File: src/hdl/rtcc_map.svh
`ifndef RTCC_MAP_SVH
`define RTCC_MAP_SVH
`define RTCC_OFF_RETRY      8'h90
`define RTCC_OFF_CARD       8'h91
`define RTCC_RETRY_RESET    8'hc0
`define RTCC_CARD_RESET     8'h00
`define RTCC_BIT_PRI_EN     7
`define RTCC_BIT_CB_EN      6
`define RTCC_BIT_EXP_B      5
`define RTCC_BIT_EXP_A      3
`define RTCC_BIT_EXP_PRI    1
`define RTCC_BIT_RING_EN    7
`define RTCC_BIT_VIDEO_EN   6
`define RTCC_BIT_PORT_SEL   5
`define RTCC_BIT_AUDIO_EN   2
`define RTCC_BIT_CARD_SPEAKER_SIGNAL_EN    1
`define RTCC_BIT_IRQ_FLAG   0
`define RTCC_TIMEOUT_EXP    15
`define RTCC_TIMER_W        16
`define RTCC_RETRY_RSVD     8'h15
`define RTCC_CARD_RSVD      8'h18
`endif

File: src/hdl/rtcc_pkg.sv
package rtcc_pkg;
    // one configuration access as seen at the function decode
    typedef struct packed {
        logic       wr;
        logic       rd;
        logic       func;
        logic [7:0] addr;
        logic [7:0] wdata;
    } rtcc_cfg_s;
    // per-socket card control copy
    typedef struct packed {
        logic video_en;
        logic port_sel;
        logic audio_en;
        logic card_speaker_signal_en;
        logic irq_flag;
    } rtcc_sock_s;
    typedef enum logic [1:0] {
        RTCC_IDLE    = 2'b00,
        RTCC_WAIT    = 2'b01,
        RTCC_EXPIRED = 2'b11
    } rtcc_tmr_e;
endpackage : rtcc_pkg

File: src/hdl/rtcc_card_ctrl.sv
// Operation
// RULE1 - unreturned retry sets expiry flag after 2^15 clocks
// RULE2 - expiry flags clear only on written one
// RULE3 - retry bit 7 enables primary counter
// RULE4 - retry bit 6 enables card-bus counters, shared
// RULE5 - retry bit 5 flags target b expiry
// RULE6 - retry bit 3 flags target a expiry, shared
// RULE7 - retry bit 1 flags primary target expiry
// RULE8 - retry bits 4, 2, 0 read zero
// RULE9 - shared bits live once, written through function 0
// RULE10 - ring enable gates all ring indicate routing
// RULE11 - video mode enable floats that socket's video port
// RULE12 - port select picks priority with both in video
// RULE13 - card bits 4 and 3 read zero
// RULE14 - audio enable routes card audio, socket 0 wins
// RULE15 - speaker pin is xor of enabled speakers
// RULE16 - speaker pin driven only while any enabled
// RULE17 - functional interrupt sets flag, written one clears
// RULE18 - card control resets to all zeros
// RULE19 - retry starts timer, new retry restarts, return stops
`timescale 1ns/10ps
`include "rtcc_map.svh"
module rtcc_card_ctrl
    import rtcc_pkg::*;
(
    // clock and reset
    input  wire logic       i_clock,
    input  wire logic       i_reset,
    // configuration access, function 0 or 1
    input  wire rtcc_cfg_s  i_cfg,
    output logic [7:0]      o_rdata,
    // retry side events
    input  wire logic       i_primary_retried,
    input  wire logic       i_primary_returned,
    input  wire logic [1:0] i_cardbus_retried,
    input  wire logic [1:0] i_cardbus_returned,
    // socket side
    input  wire logic [1:0] i_card_functional_irq,
    input  wire logic [1:0] i_card_speaker_signal,
    input  wire logic [1:0] i_card_audio_signal,
    input  wire logic       i_ring_indicate,
    input  wire logic       i_ring_pin_mux_select,
    input  wire logic       i_multifunction_terminal_two_is_ring,
    input  wire logic       i_multifunction_terminal_four_is_ring,
    // pins
    output logic            o_ring_indicate_output,
    output logic            o_multifunction_terminal_two,
    output logic            o_multifunction_terminal_four,
    output logic            o_audio_output_route_code,
    output logic            o_speaker_output_pin,
    output logic            o_speaker_output_pin_oe,
    output logic [1:0]      o_video_port_hiz,
    output logic            o_video_select_socket0,
    output logic            o_video_select_socket1
);
    localparam logic [7:0] RETRY_RESET = `RTCC_RETRY_RESET;
    logic        pri_en_ff;
    logic        nxt_pri_en;
    logic        cb_en_ff;
    logic        nxt_cb_en;
    logic        exp_pri_ff;
    logic        nxt_exp_pri;
    logic        exp_a_ff;
    logic        nxt_exp_a;
    logic        exp_b_ff;
    logic        nxt_exp_b;
    logic        ring_en_ff;
    logic        nxt_ring_en;
    rtcc_sock_s  sock_ff [2];
    rtcc_sock_s  nxt_sock [2];
    logic [7:0]  rdata_ff;
    logic [7:0]  nxt_rdata;
    logic        ev_pri;
    logic [1:0]  ev_cb;
    logic        wr_retry;
    logic        wr_card;

    function automatic logic hit(input rtcc_cfg_s c, input logic [7:0] off);
        hit = c.wr && (c.addr == off);
    endfunction : hit

    function automatic logic rd_hit(input rtcc_cfg_s c, input logic [7:0] off);
        rd_hit = c.rd && (c.addr == off);
    endfunction : rd_hit

    // a socket owns the card control copy of the function that addresses it
    function automatic logic owns(input rtcc_cfg_s c, input int s);
        owns = (c.func == s[0]);
    endfunction : owns

    // one timer per target; counter enables gate them directly
    rtcc_retry_timer u_pri (
        .i_clock   (i_clock),
        .i_reset   (i_reset),
        .i_enable  (pri_en_ff), // RULE3
        .i_retried (i_primary_retried),
        .i_returned(i_primary_returned),
        .o_expire  (ev_pri)
    );
    rtcc_retry_timer u_cba (
        .i_clock   (i_clock),
        .i_reset   (i_reset),
        .i_enable  (cb_en_ff), // RULE4
        .i_retried (i_cardbus_retried[0]),
        .i_returned(i_cardbus_returned[0]),
        .o_expire  (ev_cb[0])
    );
    rtcc_retry_timer u_cbb (
        .i_clock   (i_clock),
        .i_reset   (i_reset),
        .i_enable  (cb_en_ff), // RULE4
        .i_retried (i_cardbus_retried[1]),
        .i_returned(i_cardbus_returned[1]),
        .o_expire  (ev_cb[1])
    );

    // retry register lives in function 0 only; function 1 writes are dropped
    assign wr_retry = hit(i_cfg, `RTCC_OFF_RETRY) && !i_cfg.func; // RULE9
    assign wr_card  = hit(i_cfg, `RTCC_OFF_CARD);

    always_comb
    begin
        nxt_pri_en  = pri_en_ff;
        nxt_cb_en   = cb_en_ff;
        nxt_ring_en = ring_en_ff;
        nxt_sock    = sock_ff;
        if (wr_retry)
        begin
            nxt_pri_en = i_cfg.wdata[`RTCC_BIT_PRI_EN]; // RULE3
            nxt_cb_en  = i_cfg.wdata[`RTCC_BIT_CB_EN]; // RULE4
        end
        // set wins over write-one-to-clear
        nxt_exp_pri = ev_pri | (exp_pri_ff & !(wr_retry & i_cfg.wdata[`RTCC_BIT_EXP_PRI])); // RULE7 RULE2
        nxt_exp_a   = ev_cb[0] | (exp_a_ff & !(wr_retry & i_cfg.wdata[`RTCC_BIT_EXP_A])); // RULE6 RULE2
        nxt_exp_b   = ev_cb[1] | (exp_b_ff & !(wr_retry & i_cfg.wdata[`RTCC_BIT_EXP_B])); // RULE5 RULE2
        if (wr_card && !i_cfg.func)
            nxt_ring_en = i_cfg.wdata[`RTCC_BIT_RING_EN]; // RULE9 RULE10
        for (int s = 0; s < 2; s++)
        begin
            if (wr_card && owns(i_cfg, s))
            begin
                nxt_sock[s].video_en = i_cfg.wdata[`RTCC_BIT_VIDEO_EN]; // RULE11
                nxt_sock[s].port_sel = i_cfg.wdata[`RTCC_BIT_PORT_SEL]; // RULE12
                nxt_sock[s].audio_en = i_cfg.wdata[`RTCC_BIT_AUDIO_EN]; // RULE14
                nxt_sock[s].card_speaker_signal_en  = i_cfg.wdata[`RTCC_BIT_CARD_SPEAKER_SIGNAL_EN]; // RULE15
            end
            nxt_sock[s].irq_flag = i_card_functional_irq[s] | (sock_ff[s].irq_flag & // RULE17
                !(wr_card && owns(i_cfg, s) && i_cfg.wdata[`RTCC_BIT_IRQ_FLAG]));
        end
        nxt_rdata = 8'h00; // RULE8 RULE13
        if (rd_hit(i_cfg, `RTCC_OFF_RETRY))
        begin
            nxt_rdata[`RTCC_BIT_PRI_EN]  = pri_en_ff;
            nxt_rdata[`RTCC_BIT_CB_EN]   = cb_en_ff;
            nxt_rdata[`RTCC_BIT_EXP_B]   = exp_b_ff;
            nxt_rdata[`RTCC_BIT_EXP_A]   = exp_a_ff;
            nxt_rdata[`RTCC_BIT_EXP_PRI] = exp_pri_ff;
        end
        else if (rd_hit(i_cfg, `RTCC_OFF_CARD))
        begin
            nxt_rdata[`RTCC_BIT_RING_EN]  = ring_en_ff;
            nxt_rdata[`RTCC_BIT_VIDEO_EN] = sock_ff[i_cfg.func].video_en;
            nxt_rdata[`RTCC_BIT_PORT_SEL] = sock_ff[i_cfg.func].port_sel;
            nxt_rdata[`RTCC_BIT_AUDIO_EN] = sock_ff[i_cfg.func].audio_en;
            nxt_rdata[`RTCC_BIT_CARD_SPEAKER_SIGNAL_EN]  = sock_ff[i_cfg.func].card_speaker_signal_en;
            nxt_rdata[`RTCC_BIT_IRQ_FLAG] = sock_ff[i_cfg.func].irq_flag;
        end
    end

    always_ff @(posedge i_clock)
    begin
        if (i_reset)
        begin
            pri_en_ff  <= RETRY_RESET[`RTCC_BIT_PRI_EN]; // RULE3
            cb_en_ff   <= RETRY_RESET[`RTCC_BIT_CB_EN]; // RULE4
            exp_pri_ff <= 1'b0;
            exp_a_ff   <= 1'b0;
            exp_b_ff   <= 1'b0;
            ring_en_ff <= 1'b0; // RULE18
            sock_ff[0] <= '0;
            sock_ff[1] <= '0;
            rdata_ff   <= 8'h00;
        end
        else
        begin
            pri_en_ff  <= nxt_pri_en;
            cb_en_ff   <= nxt_cb_en;
            exp_pri_ff <= nxt_exp_pri;
            exp_a_ff   <= nxt_exp_a;
            exp_b_ff   <= nxt_exp_b;
            ring_en_ff <= nxt_ring_en;
            sock_ff    <= nxt_sock;
            rdata_ff   <= nxt_rdata;
        end
    end
    assign o_rdata = rdata_ff;

    // pin logic, registered so pins come from flip-flops
    logic       ring_indicate_output_ff;
    logic       nxt_ring_indicate_output;
    logic       mf2_ff;
    logic       nxt_mf2;
    logic       mf4_ff;
    logic       nxt_mf4;
    logic       aud_ff;
    logic       nxt_aud;
    logic       spk_ff;
    logic       nxt_spk;
    logic       spk_oe_ff;
    logic       nxt_spk_oe;
    logic [1:0] hiz_ff;
    logic [1:0] nxt_hiz;
    logic       sel0_ff;
    logic       nxt_sel0;
    logic       sel1_ff;
    logic       nxt_sel1;
    logic       both_video;
    assign both_video = sock_ff[0].video_en && sock_ff[1].video_en;

    always_comb
    begin
        nxt_ring_indicate_output = ring_en_ff && !i_ring_pin_mux_select && i_ring_indicate; // RULE10
        nxt_mf2    = ring_en_ff && i_multifunction_terminal_two_is_ring && i_ring_indicate; // RULE10
        nxt_mf4    = ring_en_ff && i_multifunction_terminal_four_is_ring && i_ring_indicate; // RULE10
        nxt_aud    = sock_ff[0].audio_en ? i_card_audio_signal[0] : // RULE14
                     (sock_ff[1].audio_en && i_card_audio_signal[1]);
        nxt_spk    = (sock_ff[0].card_speaker_signal_en && i_card_speaker_signal[0]) ^ // RULE15
                     (sock_ff[1].card_speaker_signal_en && i_card_speaker_signal[1]);
        nxt_spk_oe = sock_ff[0].card_speaker_signal_en || sock_ff[1].card_speaker_signal_en; // RULE16
        nxt_hiz    = {sock_ff[1].video_en, sock_ff[0].video_en}; // RULE11
        // priority select only matters with both sockets in video mode
        nxt_sel0   = sock_ff[0].video_en && !(both_video && sock_ff[0].port_sel); // RULE12
        nxt_sel1   = sock_ff[1].video_en && !(both_video && !sock_ff[0].port_sel); // RULE12
    end

    always_ff @(posedge i_clock)
    begin
        if (i_reset)
        begin
            ring_indicate_output_ff <= 1'b0;
            mf2_ff    <= 1'b0;
            mf4_ff    <= 1'b0;
            aud_ff    <= 1'b0;
            spk_ff    <= 1'b0;
            spk_oe_ff <= 1'b0;
            hiz_ff    <= 2'b00;
            sel0_ff   <= 1'b0;
            sel1_ff   <= 1'b0;
        end
        else
        begin
            ring_indicate_output_ff <= nxt_ring_indicate_output;
            mf2_ff    <= nxt_mf2;
            mf4_ff    <= nxt_mf4;
            aud_ff    <= nxt_aud;
            spk_ff    <= nxt_spk;
            spk_oe_ff <= nxt_spk_oe;
            hiz_ff    <= nxt_hiz;
            sel0_ff   <= nxt_sel0;
            sel1_ff   <= nxt_sel1;
        end
    end
    assign o_ring_indicate_output        = ring_indicate_output_ff;
    assign o_multifunction_terminal_two  = mf2_ff;
    assign o_multifunction_terminal_four = mf4_ff;
    assign o_audio_output_route_code     = aud_ff;
    assign o_speaker_output_pin          = spk_ff;
    assign o_speaker_output_pin_oe       = spk_oe_ff;
    assign o_video_port_hiz              = hiz_ff;
    assign o_video_select_socket0        = sel0_ff;
    assign o_video_select_socket1        = sel1_ff;

    // pin checks look one clock back, since every pin is registered
    a_flag_set_wins : assert property (@(posedge i_clock) disable iff (i_reset) // RULE2
        ev_pri |=> exp_pri_ff)
        else $error("expiry lost");
    a_ring_blocked : assert property (@(posedge i_clock) disable iff (i_reset) // RULE10
        !ring_en_ff |=> !o_ring_indicate_output && !o_multifunction_terminal_two)
        else $error("ring routed while disabled");
    a_speaker_oe : assert property (@(posedge i_clock) disable iff (i_reset) // RULE16
        o_speaker_output_pin_oe == $past(sock_ff[0].card_speaker_signal_en || sock_ff[1].card_speaker_signal_en))
        else $error("speaker drive wrong");
    a_retry_reserved_zero : assert property (@(posedge i_clock) disable iff (i_reset) // RULE8
        $past(rd_hit(i_cfg, `RTCC_OFF_RETRY)) |-> (o_rdata & `RTCC_RETRY_RSVD) == 8'h00)
        else $error("retry reserved bit set");
    a_card_reserved_zero : assert property (@(posedge i_clock) disable iff (i_reset) // RULE13
        $past(rd_hit(i_cfg, `RTCC_OFF_CARD)) |-> (o_rdata & `RTCC_CARD_RSVD) == 8'h00)
        else $error("card reserved bit set");
    a_video_hiz_follow : assert property (@(posedge i_clock) disable iff (i_reset) // RULE11
        o_video_port_hiz == $past({sock_ff[1].video_en, sock_ff[0].video_en}))
        else $error("video float wrong");
    a_audio_socket_wins : assert property (@(posedge i_clock) disable iff (i_reset) // RULE14
        $past(sock_ff[0].audio_en) |-> o_audio_output_route_code == $past(i_card_audio_signal[0]))
        else $error("socket 0 audio not routed");
    a_speaker_xor_mix : assert property (@(posedge i_clock) disable iff (i_reset) // RULE15
        o_speaker_output_pin == $past((sock_ff[0].card_speaker_signal_en && i_card_speaker_signal[0]) ^
                                      (sock_ff[1].card_speaker_signal_en && i_card_speaker_signal[1])))
        else $error("speaker mix wrong");
    a_irq_flag_set : assert property (@(posedge i_clock) disable iff (i_reset) // RULE17
        i_card_functional_irq[0] |=> sock_ff[0].irq_flag)
        else $error("interrupt flag not set");
endmodule : rtcc_card_ctrl

File: src/hdl/rtcc_retry_timer.sv
`timescale 1ns/10ps
`include "rtcc_map.svh"
module rtcc_retry_timer
    import rtcc_pkg::*;
(
    // clock and reset
    input  wire logic i_clock,
    input  wire logic i_reset,
    // control
    input  wire logic i_enable,
    input  wire logic i_retried,
    input  wire logic i_returned,
    // event
    output logic      o_expire
);
    localparam logic [`RTCC_TIMER_W-1:0] LIMIT = `RTCC_TIMER_W'(1 << `RTCC_TIMEOUT_EXP);
    rtcc_tmr_e                 state_ff;
    rtcc_tmr_e                 nxt_state;
    logic [`RTCC_TIMER_W-1:0]  count_ff;
    logic [`RTCC_TIMER_W-1:0]  nxt_count;
    logic                      expire_ff;
    logic                      nxt_expire;

    always_comb
    begin
        nxt_state  = state_ff;
        nxt_count  = count_ff;
        nxt_expire = 1'b0;
        case (state_ff)
            RTCC_IDLE:
            begin
                if (i_retried && i_enable) // RULE19
                begin
                    nxt_state = RTCC_WAIT;
                    nxt_count = '0;
                end
            end
            RTCC_WAIT:
            begin
                // disabling mid-wait abandons the wait; no late flag
                if (!i_enable || i_returned) // RULE19
                    nxt_state = RTCC_IDLE;
                else if (i_retried) // RULE19
                    nxt_count = '0;
                else if (count_ff == LIMIT - 1'b1) // RULE1
                begin
                    nxt_state  = RTCC_EXPIRED;
                    nxt_expire = 1'b1;
                end
                else
                    nxt_count = count_ff + 1'b1;
            end
            RTCC_EXPIRED:
                nxt_state = RTCC_IDLE;
            default:
                nxt_state = RTCC_IDLE;
        endcase
    end

    always_ff @(posedge i_clock)
    begin
        if (i_reset)
        begin
            state_ff  <= RTCC_IDLE;
            count_ff  <= '0;
            expire_ff <= 1'b0;
        end
        else
        begin
            state_ff  <= nxt_state;
            count_ff  <= nxt_count;
            expire_ff <= nxt_expire;
        end
    end
    assign o_expire = expire_ff;

    a_expire_after_wait : assert property (@(posedge i_clock) disable iff (i_reset) // RULE1
        o_expire |-> $past(state_ff) == RTCC_WAIT && $past(count_ff) == LIMIT - 1'b1)
        else $error("expiry without full wait");
endmodule : rtcc_retry_timer

File: config.mk
export PLATFORM = sky130hd
export DESIGN_NAME = rtcc_card_ctrl
export DESIGN_NICKNAME = d
export VERILOG_FILES = /design/src/hdl/rtcc_pkg.sv /design/src/hdl/rtcc_card_ctrl.sv /design/src/hdl/rtcc_retry_timer.sv
export VERILOG_INCLUDE_DIRS = /design/src /design/src/hdl
export SDC_FILE = /design/constraint.sdc
export NUM_CORES = 1
export LEC_CHECK = 0
export BUFFER_PORTS_ARGS = -buffer_cell sky130_fd_sc_hd__buf_2
export CAP_MARGIN = 15
export CORE_UTILIZATION = 58
export CTS_CLUSTER_SIZE = 14
export DETAILED_ROUTE_END_ITERATION = 7
export PLACE_DENSITY = 0.8
export SETUP_SLACK_MARGIN = 0.1
export SYNTH_ARGS = -nofsm -noshare
export SYNTH_HDL_FRONTEND = slang
export SYNTH_HIERARCHICAL = 1
export SYNTH_SLANG_ARGS = --single-unit
File: constraint.sdc
create_clock -name i_clock -period 2.21 [get_ports i_clock]
set_input_delay 0.221 -clock i_clock [delete_from_list [all_inputs] [get_ports i_clock]]
set_output_delay 0.221 -clock i_clock [all_outputs]
set_load 0.02 [all_outputs]
==> results of run 1 <==
-- power by group --
group          switching (mW)  internal [mW]
Sequential            0.00880           1.63
Combinational           0.146         0.0890
Clock                   0.674          0.440
Total                   0.829           2.16
-- worst max-delay path: stages (launching register included) --
cell	delay, ns
dfxtp_1	0.35
ha_1	0.25
nand4_2	0.17
nor4_4	0.08
a21oi_1	0.49
nand3_1	0.25
o41ai_1	0.28
-- Yosys cell counts, types with 5 or more instances --
cell type,count
nand3_1,27
o21ai_0,36
nand4b_1,12
o21ai_1,9
clkbuf_1,18
nor2_1,51
and4_1,6
dfxtp_1,90
nand4_2,6
buf_6,6
nand2_1,23
nor2b_1,6
nand4_1,6
a21oi_1,51
nor3b_1,5
or4_1,21
inv_1,13
nand2b_1,14
a31oi_1,6
and2_1,8
mux2i_1,17
a41oi_1,6
-- flip-flops by register name (all words and copies together), names as in the netlist, 2 cells and up --
signal and cells:
u_cba/count_ff 16, u_cba/state_ff 2, u_cbb/state_ff 2, o_video_port_hiz 2, o_rdata 7, sock_ff 8
u_pri/count_ff 16, u_cbb/count_ff 16, nxt_hiz 2, u_pri/state_ff 2
-- cell type report --
cell class	instances	area [µm²]	share of cell area
clock buffer	9	124	0.0248
clock inverter	7	66.3	0.0133
inverter	13	48.8	0.00976
multi-input combinational	377	2480	0.496
sequential	90	1800	0.360
tap	99	124	0.0248
timing repair buffer	61	355	0.0711
-- cells by family after synthesis --
logic type | count (synthesis) | share of synthesized area
adders and majority gates | 3 | 0.00838
muxes | 17 | 0.0380
buffers and inverters | 39 | 0.0439
DFF | 90 | 0.402
other | 1 | 0.000837
xor gates and xnor gates | 1 | 0.00196
AOI/OAI and AO/OA | 128 | 0.175
and+or+nand+nor | 227 | 0.329
-- through the flow --
stage	utilization	cells	setup WS (ns)	instance area, µm²	total power, mW
2_1_floorplan	-	506	0.425	4480	1.84
3_3_place_gp	0.651	639	0.292	4800	1.90
3_5_place_dp	0.651	639	0.275	4800	1.91
4_1_cts	0.678	656	0.245	5000	3.01
5_1_grt	0.678	656	0.102	5000	3.11
6_report	0.678	656	0.243	5000	2.99
-- metal layers --
| metal | up-vias | GRT usage | wire length [µm] |
|---|---|---|---|
| met4 | 0 | 0.0820 | 61 |
| met5 | - | 0 | 0 |
| li1 | 1976 | - | - |
| met1 | 1884 | 0.316 | 4300 |
| met2 | 116 | 0.398 | 4590 |
| met3 | 4 | 0.0541 | 516 |
-- path summary, 6_finish.rpt --
kind / slack (ns) / endpoint
hold reg to reg: 0.48 / exp_a_ff$_SDFF_PP0_
setup / recovery: 0.24 / u_cba/count_ff[9]$_SDFFE_PP0P_
hold / removal: 0.04 / sock_ff[5]$_SDFF_PP0_
setup reg to reg: 0.24 / u_cba/count_ff[9]$_SDFFE_PP0P_
==> impl_metrics.tcl, run 1 <==
set metrics [dict create \
    worstSetupStartpoint "u_cba/count_ff[0]$_SDFFE_PP0P_" \
    wl_mm 9.47 \
    worst_slew_pin_slew_ns 0.749 \
    die_x_um 89.9 \
    grt_usage 0.243 \
    finalHoldViolations 0 \
    synth_fp_nets 546 \
    synthArstFlopShare 0 \
    synth-edff-count 0 \
    final_common_cell "dfxtp_1" \
    cp.arrival_ns 2.24 \
    hold_depth 2 \
    end_kind "flip-flop" \
    ir_drop_uv 382 \
    whs_ns 0.0393 \
    synth_flop_cell "dfxtp_1" \
    grt_pass1_vias 3592 \
    cap_violations 0 \
    p_leak_nw 1.93 \
    start_util 0.608 \
    worstSkewPairLatency_ns 0.38 \
    maxSlewViolCount 0 \
    syn_inst 506 \
    grt.overflow.total 0 \
    pwr_density_cell_nw_per_um2 598 \
    numPortBuffers 52 \
    die_area_um2 8080 \
    fin_crit_ns 1.97 \
    synth_seq_area_share 0.402 \
    status "complete, no violations" \
    synth_area_um2 4480 \
    ys_ff_latch 90 \
    cts_resized 0 \
    grt_max_degree 34 \
    cp_data_required_time_ns 2.48 \
    fin_nets 592 \
    cts_hold_buf 1 \
    antenna_cells 0 \
    yosysTopAreaCellShare 0.402 \
    antenna_left 0 \
    grt_pass1_wl_mm 16.3 \
    cts_tree "yes" \
    gp_congestion 0.807 \
    core_um2 7370 \
    layout_common_cells "90 x dfxtp_1, 52 x buf_2, 51 x nor2_1, 51 x a21oi_1, 36 x o21ai_0" \
    fill_cells 580 \
    vias 3980 \
    clockRootBuffer "clkbuf_8" \
    antenna_found_initial 0 \
    fp-row-count 31 \
    finalCritPeriodShare 0.890 \
    min_from "i_cfg[0]" \
    wire_per_inst_um 14.4 \
    dp_hpwl_mm 6.43 \
    grt_setup_unrepaired "no" \
    synth_largest_area_cell "dfxtp_1" \
    worstHoldPathType "in -> reg" \
    r2r-start "u_cba/count_ff[0]$_SDFFE_PP0P_" \
    yosys_warnings 6 \
    synth_cell_types 53 \
    first_iter_violations 110 \
    syn_to_final_growth_pct 11.7 \
    cp_max_fo 7 \
    path_class "reg -> reg" \
    clockBufferDepth 2 \
    cts.sinks 90 \
    critPathLaunchType "flip-flop" \
    viasPerCell 6.07 \
    synthTopCellsByArea "dfxtp_1 40%, a21oi_1 5.7%, nor2_1 4.3%" \
    io_pins 55 \
    postCtsSetupBuffers 0 \
    cts.clk_slew.worst_paths_ns 0.11 \
    tns_ns 0 \
    synth.avg_cell_area_um2 8.85 \
    first_pass_iters 5 \
    fp.dieH_um 89.9 \
    cts_buffers 9 \
    clock.fmax_mhz 508 \
    r2r.worst_path.cells 6 \
    finalSetupViolCount 0 \
    finalClockSkew_ns 0.0156 \
    drc 0 \
    slew_headroom 0.494 \
    layout-drive-gt1-share 0.196 \
    htree_levels 3 \
]
No activity file was read; power rests on OpenSTA's default activity.
==> run 2, diff against run 1 <==
--- a/config.mk
+++ b/config.mk
@@ -8,12 +8,11 @@
 export LEC_CHECK = 0
 export BUFFER_PORTS_ARGS = -buffer_cell sky130_fd_sc_hd__buf_2
 export CAP_MARGIN = 15
-export CORE_UTILIZATION = 58
+export CORE_UTILIZATION = 57
 export CTS_CLUSTER_SIZE = 14
 export DETAILED_ROUTE_END_ITERATION = 7
-export PLACE_DENSITY = 0.8
+export PLACE_DENSITY = 0.79
 export SETUP_SLACK_MARGIN = 0.1
 export SYNTH_ARGS = -nofsm -noshare
 export SYNTH_HDL_FRONTEND = slang
-export SYNTH_HIERARCHICAL = 1
 export SYNTH_SLANG_ARGS = --single-unit
==> run 2 against run 1 <==
Hold slack improved by 0.044 ns. Via count decreased by 0.43%. Register-to-register slack got worse by 0.04 ns. Die area decreased by 4.8%.
==> impl_metrics.tcl, run 2 <==
set metrics [dict create \
    start_util 0.602 \
    slowest_delay_ns 0.57 \
    vias 3963 \
    fp.dieH_um 87.7 \
    ys_top_cells_by_count "90 x dfxtp_1, 57 x nor2_1, 46 x nand2_1" \
    cap_violations 0 \
    viasPerCell 5.99 \
    whs_ns 0.0830 \
    grt_pass1_vias 3506 \
    cts.sinks 90 \
    cp_max_fo 10 \
    syn_to_final_growth_pct 15.3 \
    hold_depth 3 \
    finalHoldViolations 0 \
    yosys_warnings 0 \
    end_kind "flip-flop" \
    r2r.worst_path.cells 6 \
    maxSlewViolCount 0 \
    syn_inst 499 \
    first_pass_iters 4 \
    cts_tree "yes" \
    worstSkewPairLatency_ns 0.36 \
    synth_area_um2 4180 \
    cts_buffers 9 \
    clockBufferDepth 2 \
    grt_usage 0.259 \
    grt_pass1_wl_mm 15.8 \
    wire_per_inst_um 14.5 \
    fin_nets 601 \
    largestRegisters "u_cba.count_ff (16), u_cbb.count_ff (16), u_pri.count_ff (16)" \
    finalClockSkew_ns 0.0100 \
    tns_ns 0 \
    synth_largest_area_cell "dfxtp_1" \
    layout_common_cells "90 x dfxtp_1, 57 x nor2_1, 52 x buf_2" \
    finalSetupViolCount 0 \
    synth_cell_types 60 \
    synth.avg_cell_area_um2 8.38 \
    numPortBuffers 52 \
    ir_drop_uv 401 \
    cp_data_required_time_ns 2.45 \
    synth_most_common_cell "dfxtp_1" \
    wl_met2_mm 4.61 \
    die_x_um 87.7 \
    finalCritPeriodShare 0.908 \
    postCtsSetupBuffers 0 \
    wl_met1_mm 4.24 \
    final_common_cell "dfxtp_1" \
    htree_levels 3 \
    slew_headroom 0.621 \
    gp_congestion 0.884 \
    slowest_stage "or4_4" \
    core_um2 6940 \
    cp.arrival_ns 2.25 \
    total_power_mw 3.01 \
    die_area_um2 7690 \
    wl_mm 9.63 \
    antenna_cells 0 \
    io_pins 55 \
    status "complete, no violations" \
    pwr_density_cell_nw_per_um2 624 \
    place_ws_ns 0.191 \
    grt_setup_unrepaired "yes" \
    whs_endpoint "sock_ff[0]$_SDFF_PP0_" \
    critPathLaunchType "flip-flop" \
    cts.clk_slew.worst_paths_ns 0.10 \
    grt_max_degree 38 \
    worstHoldPathType "in -> reg" \
    path_class "reg -> reg" \
    dp_hpwl_mm 6.64 \
    first_iter_violations 194 \
    antenna_found_initial 0 \
    synth_fp_nets 539 \
    worst_slew_pin_slew_ns 0.565 \
    synthArstFlopShare 0 \
    grt.overflow.total 0 \
    synth-edff-count 0 \
    rr_endpoint "u_cbb.count_ff[11]$_SDFFE_PP0P_" \
    clock.fmax_mhz 498 \
    r2r-start "u_cbb.count_ff[0]$_SDFFE_PP0P_" \
    r2r_slack_ns 0.20 \
    fill_cells 546 \
    fin_crit_ns 2.01 \
    antenna_left 0 \
    min_from "i_card_functional_irq[1]" \
    synthTopCellsByArea "dfxtp_1 43%, a21oi_1 5.1%, nor2_1 5.1%" \
    synth_seq_area_share 0.431 \
    top_layer_used "met4" \
    ys_ff_latch 90 \
    path_cells "ha_1 -> nand3_1 -> or4_4 -> o22ai_2 -> o21ai_0 -> o41ai_1" \
    layout-drive-gt1-share 0.178 \
    met3_wirelength_um 692 \
    drc 0 \
    yosysTopAreaCellShare 0.431 \
    fin_ws_ns 0.204 \
    p_leak_nw 1.84 \
    clockRootBuffer "clkbuf_8" \
    synth_flop_cell "dfxtp_1" \
    fp-row-count 30 \
]
[run 2: worst max path at each step]
stage                                        start                               to  slack [ns]  depth (start not counted)
finish              u_cbb.count_ff[0]$_SDFFE_PP0P_  u_cbb.count_ff[11]$_SDFFE_PP0P_        0.20                          6
global route        u_cbb.count_ff[0]$_SDFFE_PP0P_  u_cbb.count_ff[11]$_SDFFE_PP0P_         0.1                          6
CTS                 u_cbb.count_ff[0]$_SDFFE_PP0P_  u_cbb.count_ff[12]$_SDFFE_PP0P_        0.16                          6
detailed placement  u_cbb.count_ff[0]$_SDFFE_PP0P_   u_cbb.count_ff[5]$_SDFFE_PP0P_        0.19                          6
global placement    u_cbb.count_ff[0]$_SDFFE_PP0P_   u_cbb.count_ff[5]$_SDFFE_PP0P_        0.22                          6
floorplan           u_cbb.count_ff[0]$_SDFFE_PP0P_   u_cbb.count_ff[8]$_SDFFE_PP0P_        0.26                          6
[run 2: timing repair]
| action | in CTS | in global routing |
|---|---|---|
| setup endpoints to repair | 0 | 9 |
| hold endpoints to repair | 0 | 1 |
| resized for setup | 0 | 2 |
| hold buffers | 0 | 1 |
[run 2: report_power, final]
part | leakage, nW | switching, mW | internal (mW)
clock | 0.104 | 0.632 | 0.545
sequential | 0.726 | 0.00793 | 1.63
combinational | 1.01 | 0.118 | 0.0770
total | 1.84 | 0.758 | 2.25
[run 2: cell type report]
class                   instances  area, µm²  area share
well taps                      96        120      0.0249
repair buffers                 70        398      0.0825
multi-input cells             378       2250       0.467
clock inverters                 7       82.6      0.0171
flip-flops and latches         90       1800       0.373
inverters                      12       45.0     0.00934
clock buffers                   9        124      0.0257
[run 2: cells by family (layout without fill, tap and decap cells)]
| kind of cell | Yosys count | after routing | synth area share |
|---|---|---|---|
| AO/OA/AOI/OAI | 133 | 133 | 0.204 |
| XOR/XNOR | 1 | 1 | 0.00209 |
| adder cells (fa/ha/maj) | 3 | 3 | 0.00897 |
| buffers and inverters | 31 | 98 | 0.0317 |
| flip-flops | 90 | 90 | 0.431 |
| multiplexers | 16 | 16 | 0.0383 |
| other | 1 | 1 | 0.000897 |
| AND/OR/NAND/NOR | 224 | 224 | 0.283 |
[run 2: metal layers]
layer  track usage  up-vias
met5             0        -
met4        0.0730        0
met3        0.0631        8
met2         0.438      165
met1         0.331     1822
li1              -     1968
[run 2: worst max-delay path, delay by kind of cell, from the launching register on]
| kind | cells | cell delay, ns |
|---|---|---|
| and+or+nand+nor | 2 | 0.69 |
| AOI/OAI and AO/OA | 3 | 0.57 |
| DFF | 1 | 0.39 |
| adders and majority gates | 1 | 0.23 |
[run 2: through the flow]
| stage | cell area (µm²) | util | cells |
|---|---|---|---|
| 2_1_floorplan | 4180 | - | 499 |
| 3_3_place_gp | 4600 | 0.663 | 645 |
| 3_5_place_dp | 4600 | 0.663 | 645 |
| 4_1_cts | 4810 | 0.693 | 661 |
| 5_1_grt | 4820 | 0.695 | 662 |
| 6_report | 4820 | 0.695 | 662 |
==> run 3, diff against run 2 <==
--- a/config.mk
+++ b/config.mk
@@ -6,12 +6,13 @@
 export SDC_FILE = /design/constraint.sdc
 export NUM_CORES = 1
 export LEC_CHECK = 0
+export ABC_AREA = 1
 export BUFFER_PORTS_ARGS = -buffer_cell sky130_fd_sc_hd__buf_2
 export CAP_MARGIN = 15
-export CORE_UTILIZATION = 57
+export CORE_UTILIZATION = 59
 export CTS_CLUSTER_SIZE = 14
 export DETAILED_ROUTE_END_ITERATION = 7
-export PLACE_DENSITY = 0.79
+export PLACE_DENSITY = 0.8
 export SETUP_SLACK_MARGIN = 0.1
 export SYNTH_ARGS = -nofsm -noshare
 export SYNTH_HDL_FRONTEND = slang
==> run 3 against run 2 <==
Combinational power increased by 45%. Count of clock-buffer cells in the layout unchanged. Final area increased by 13%. Flip-flop and latch count unchanged. First-iteration DRC count increased by 16%. Synthesized cell count increased by 47%. Final cell count increased by 35%. Sequential power about the same. Area after synthesis increased by 18%. Critical endpoint is now u_cbb.count_ff[12]$_SDFFE_PP0P_. Largest power group unchanged.
==> impl_metrics.tcl, run 3 <==
set metrics [dict create \
    path_cells "ha_1 -> nand2_1 -> nor3_4 -> nand3_4 -> nand2_4 -> inv_1 -> nor2_1 -> nor2_1" \
    wire_per_inst_um 12.4 \
    synth_most_common_cell "nand2_1" \
    final_common_cell "nand2_1" \
    layout_common_cells "180 x nand2_1, 104 x nor2_1, 90 x dfxtp_1" \
    crit_path_frequent_cell "nor2_1" \
    grt_pass1_vias 4478 \
    worst_slew_pin_slew_ns 0.496 \
    cts.clk_slew.worst_paths_ns 0.11 \
    vias 4785 \
    tns_ns 0 \
    final_cells 894 \
    cp_max_fo 16 \
    synth_cell_types 40 \
    grt.overflow.total 0 \
    antenna_found_initial 0 \
    numPortBuffers 52 \
    fill_cells 706 \
    synthTopCellsByArea "dfxtp_1 37%, nand2_1 14%, nor2_1 7.9%" \
    wl_mm 11.1 \
    slowest_stage "dfxtp_1" \
    end_kind "flip-flop" \
    synth_seq_area_share 0.365 \
    placedCellCount 877 \
    ir_drop_uv 290 \
    core_um2 7890 \
    ys_ff_latch 90 \
    cp.arrival_ns 2.11 \
    cts_resized 0 \
    fp.dieH_um 93.4 \
    finalHoldViolations 0 \
    cap_violations 0 \
    worstSkewPairLatency_ns 0.38 \
    largestRegisters "u_cba.count_ff (16), u_cbb.count_ff (16), u_pri.count_ff (16)" \
    die_x_um 93.4 \
    maxSlewViolCount 0 \
    finalCritPeriodShare 0.830 \
    critPathLaunchType "flip-flop" \
    status "complete, no violations" \
    clockRootBuffer "clkbuf_8" \
    cts_buffers 9 \
    power.switching_mw 0.902 \
    cts_hold_buf 1 \
    grt_max_degree 33 \
    antenna_left 0 \
    yosysTopAreaCellShare 0.365 \
    p_int_mw 2.18 \
    syn_to_final_growth_pct 10.4 \
    grt_usage 0.270 \
    layout-drive-gt1-share 0.172 \
    slowest_delay_ns 0.40 \
    worstHoldPathType "in -> reg" \
    synth_flop_cell "dfxtp_1" \
    combPwrFrac 0.092 \
    fin_nets 827 \
    antenna_cells 0 \
    cts_tree "yes" \
    postCtsSetupBuffers 0 \
    synth_largest_area_cell "dfxtp_1" \
    finalSetupViolCount 0 \
    slew_headroom 0.667 \
    first_pass_iters 5 \
    p_leak_nw 2.19 \
    path_class "reg -> reg" \
    total_power_mw 3.09 \
    first_iter_violations 225 \
    gp_congestion 0.884 \
    clock.fmax_mhz 545 \
    synth-edff-count 0 \
    r2r_slack_ns 0.38 \
    start_util 0.625 \
    fp-row-count 32 \
    cp_data_required_time_ns 2.49 \
    cts.sinks 90 \
    dp_hpwl_mm 7.98 \
    synthArstFlopShare 0 \
    synth_area_um2 4930 \
    pwr_density_cell_nw_per_um2 566 \
    grt_pass1_wl_mm 19.0 \
    synth_fp_nets 776 \
    grt_setup_unrepaired "no" \
    p_clk_frac 0.370 \
    ys_top_cells_by_count "180 x nand2_1, 104 x nor2_1, 90 x dfxtp_1" \
    yosys_warnings 0 \
    fin_crit_ns 1.83 \
    htree_levels 3 \
    seqPwrFrac 0.538 \
    viasPerCell 5.35 \
    finalClockSkew_ns 0.0186 \
    die_area_um2 8730 \
    syn_inst 736 \
    synth.avg_cell_area_um2 6.70 \
    clockBufferDepth 2 \
    switching_share 0.292 \
    io_pins 55 \
    drc 0 \
]
==> run 3: cell types whose count changed after synthesis, sizes merged, moves of 8 or more <==
cell and change:
nand2 +155, nand3 +56, a31oi -10, inv +74, and3 -8, a21oi +14, nor2 +59, mux2i -16
nor2b -11
==> run 3: metrics by stage <==
step | util | setup WS [ns] | instance area [µm²] | hold slack, ns
floorplan | - | 0.733 | 4930 | 0.293
global placement | 0.664 | 0.482 | 5240 | 0.383
detailed placement | 0.664 | 0.432 | 5240 | 0.385
CTS | 0.691 | 0.409 | 5450 | 0.0518
global route | 0.691 | 0.191 | 5450 | 0.0498
finish | 0.691 | 0.376 | 5450 | 0.0514
==> run 3: path summary, 6_finish.rpt <==
kind                                                        end  depth (start not counted)                            from
worst max-delay path            u_cbb.count_ff[12]$_SDFFE_PP0P_                          8  u_cbb.count_ff[0]$_SDFFE_PP0P_
worst min-delay path                      sock_ff[5]$_SDFF_PP0_                          3        i_card_functional_irq[0]
worst max register to register  u_cbb.count_ff[12]$_SDFFE_PP0P_                          8  u_cbb.count_ff[0]$_SDFFE_PP0P_
worst min register to register              exp_b_ff$_SDFF_PP0_                          2       u_cbb.o_expire$_SDFF_PP0_
==> run 3: worst max-delay path: cells and delay by family (launching register included) <==
family / cells / cell delay (ns)
adder cells (fa/ha/maj): 1 / 0.19
buffers and inverters: 1 / 0.11
flip-flops: 1 / 0.40
AND/OR/NAND/NOR: 6 / 1.04
==> run 3: cell families (layout without fill, tap and decap cells) <==
| group | count (synthesis) | count (layout) | synth area share |
|---|---|---|---|
| and+or+nand+nor | 434 | 434 | 0.404 |
| buffers and inverters | 107 | 163 | 0.0936 |
| DFF | 90 | 90 | 0.365 |
| AOI/OAI and AO/OA | 97 | 97 | 0.121 |
| adders and majority gates | 3 | 3 | 0.00761 |
| other | 1 | 1 | 0.000760 |
| xor gates and xnor gates | 4 | 4 | 0.00710 |
==> run 3: power groups by stage <==
stage	clock, mW	sequential [mW]	combinational [mW]
2_1_floorplan	0	1.69	0.211
3_3_place_gp	0	1.70	0.268
3_5_place_dp	0	1.70	0.277
6_report	1.14	1.66	0.282
4_1_cts	1.15	1.66	0.281
5_1_grt	1.23	1.67	0.320
==> run 3: cell type report <==
class                           count  area (µm²)  share of cell area
Sequential cell                    90        1800               0.331
Inverter                           89         339              0.0622
Clock buffer                        9         124              0.0227
Tap cell                          102         128              0.0234
Timing Repair Buffer               58         308              0.0565
Clock inverter                      7        78.8              0.0145
Multi-Input combinational cell    539        2670               0.490
==> run 3: per-layer routing <==
layer,GRT usage,up-vias,share of wire
li1,-,2462,-
met1,0.331,2178,0.45
met2,0.479,130,0.49
met3,0.0374,15,0.050
met4,0.0987,0,0.012
met5,0,-,0
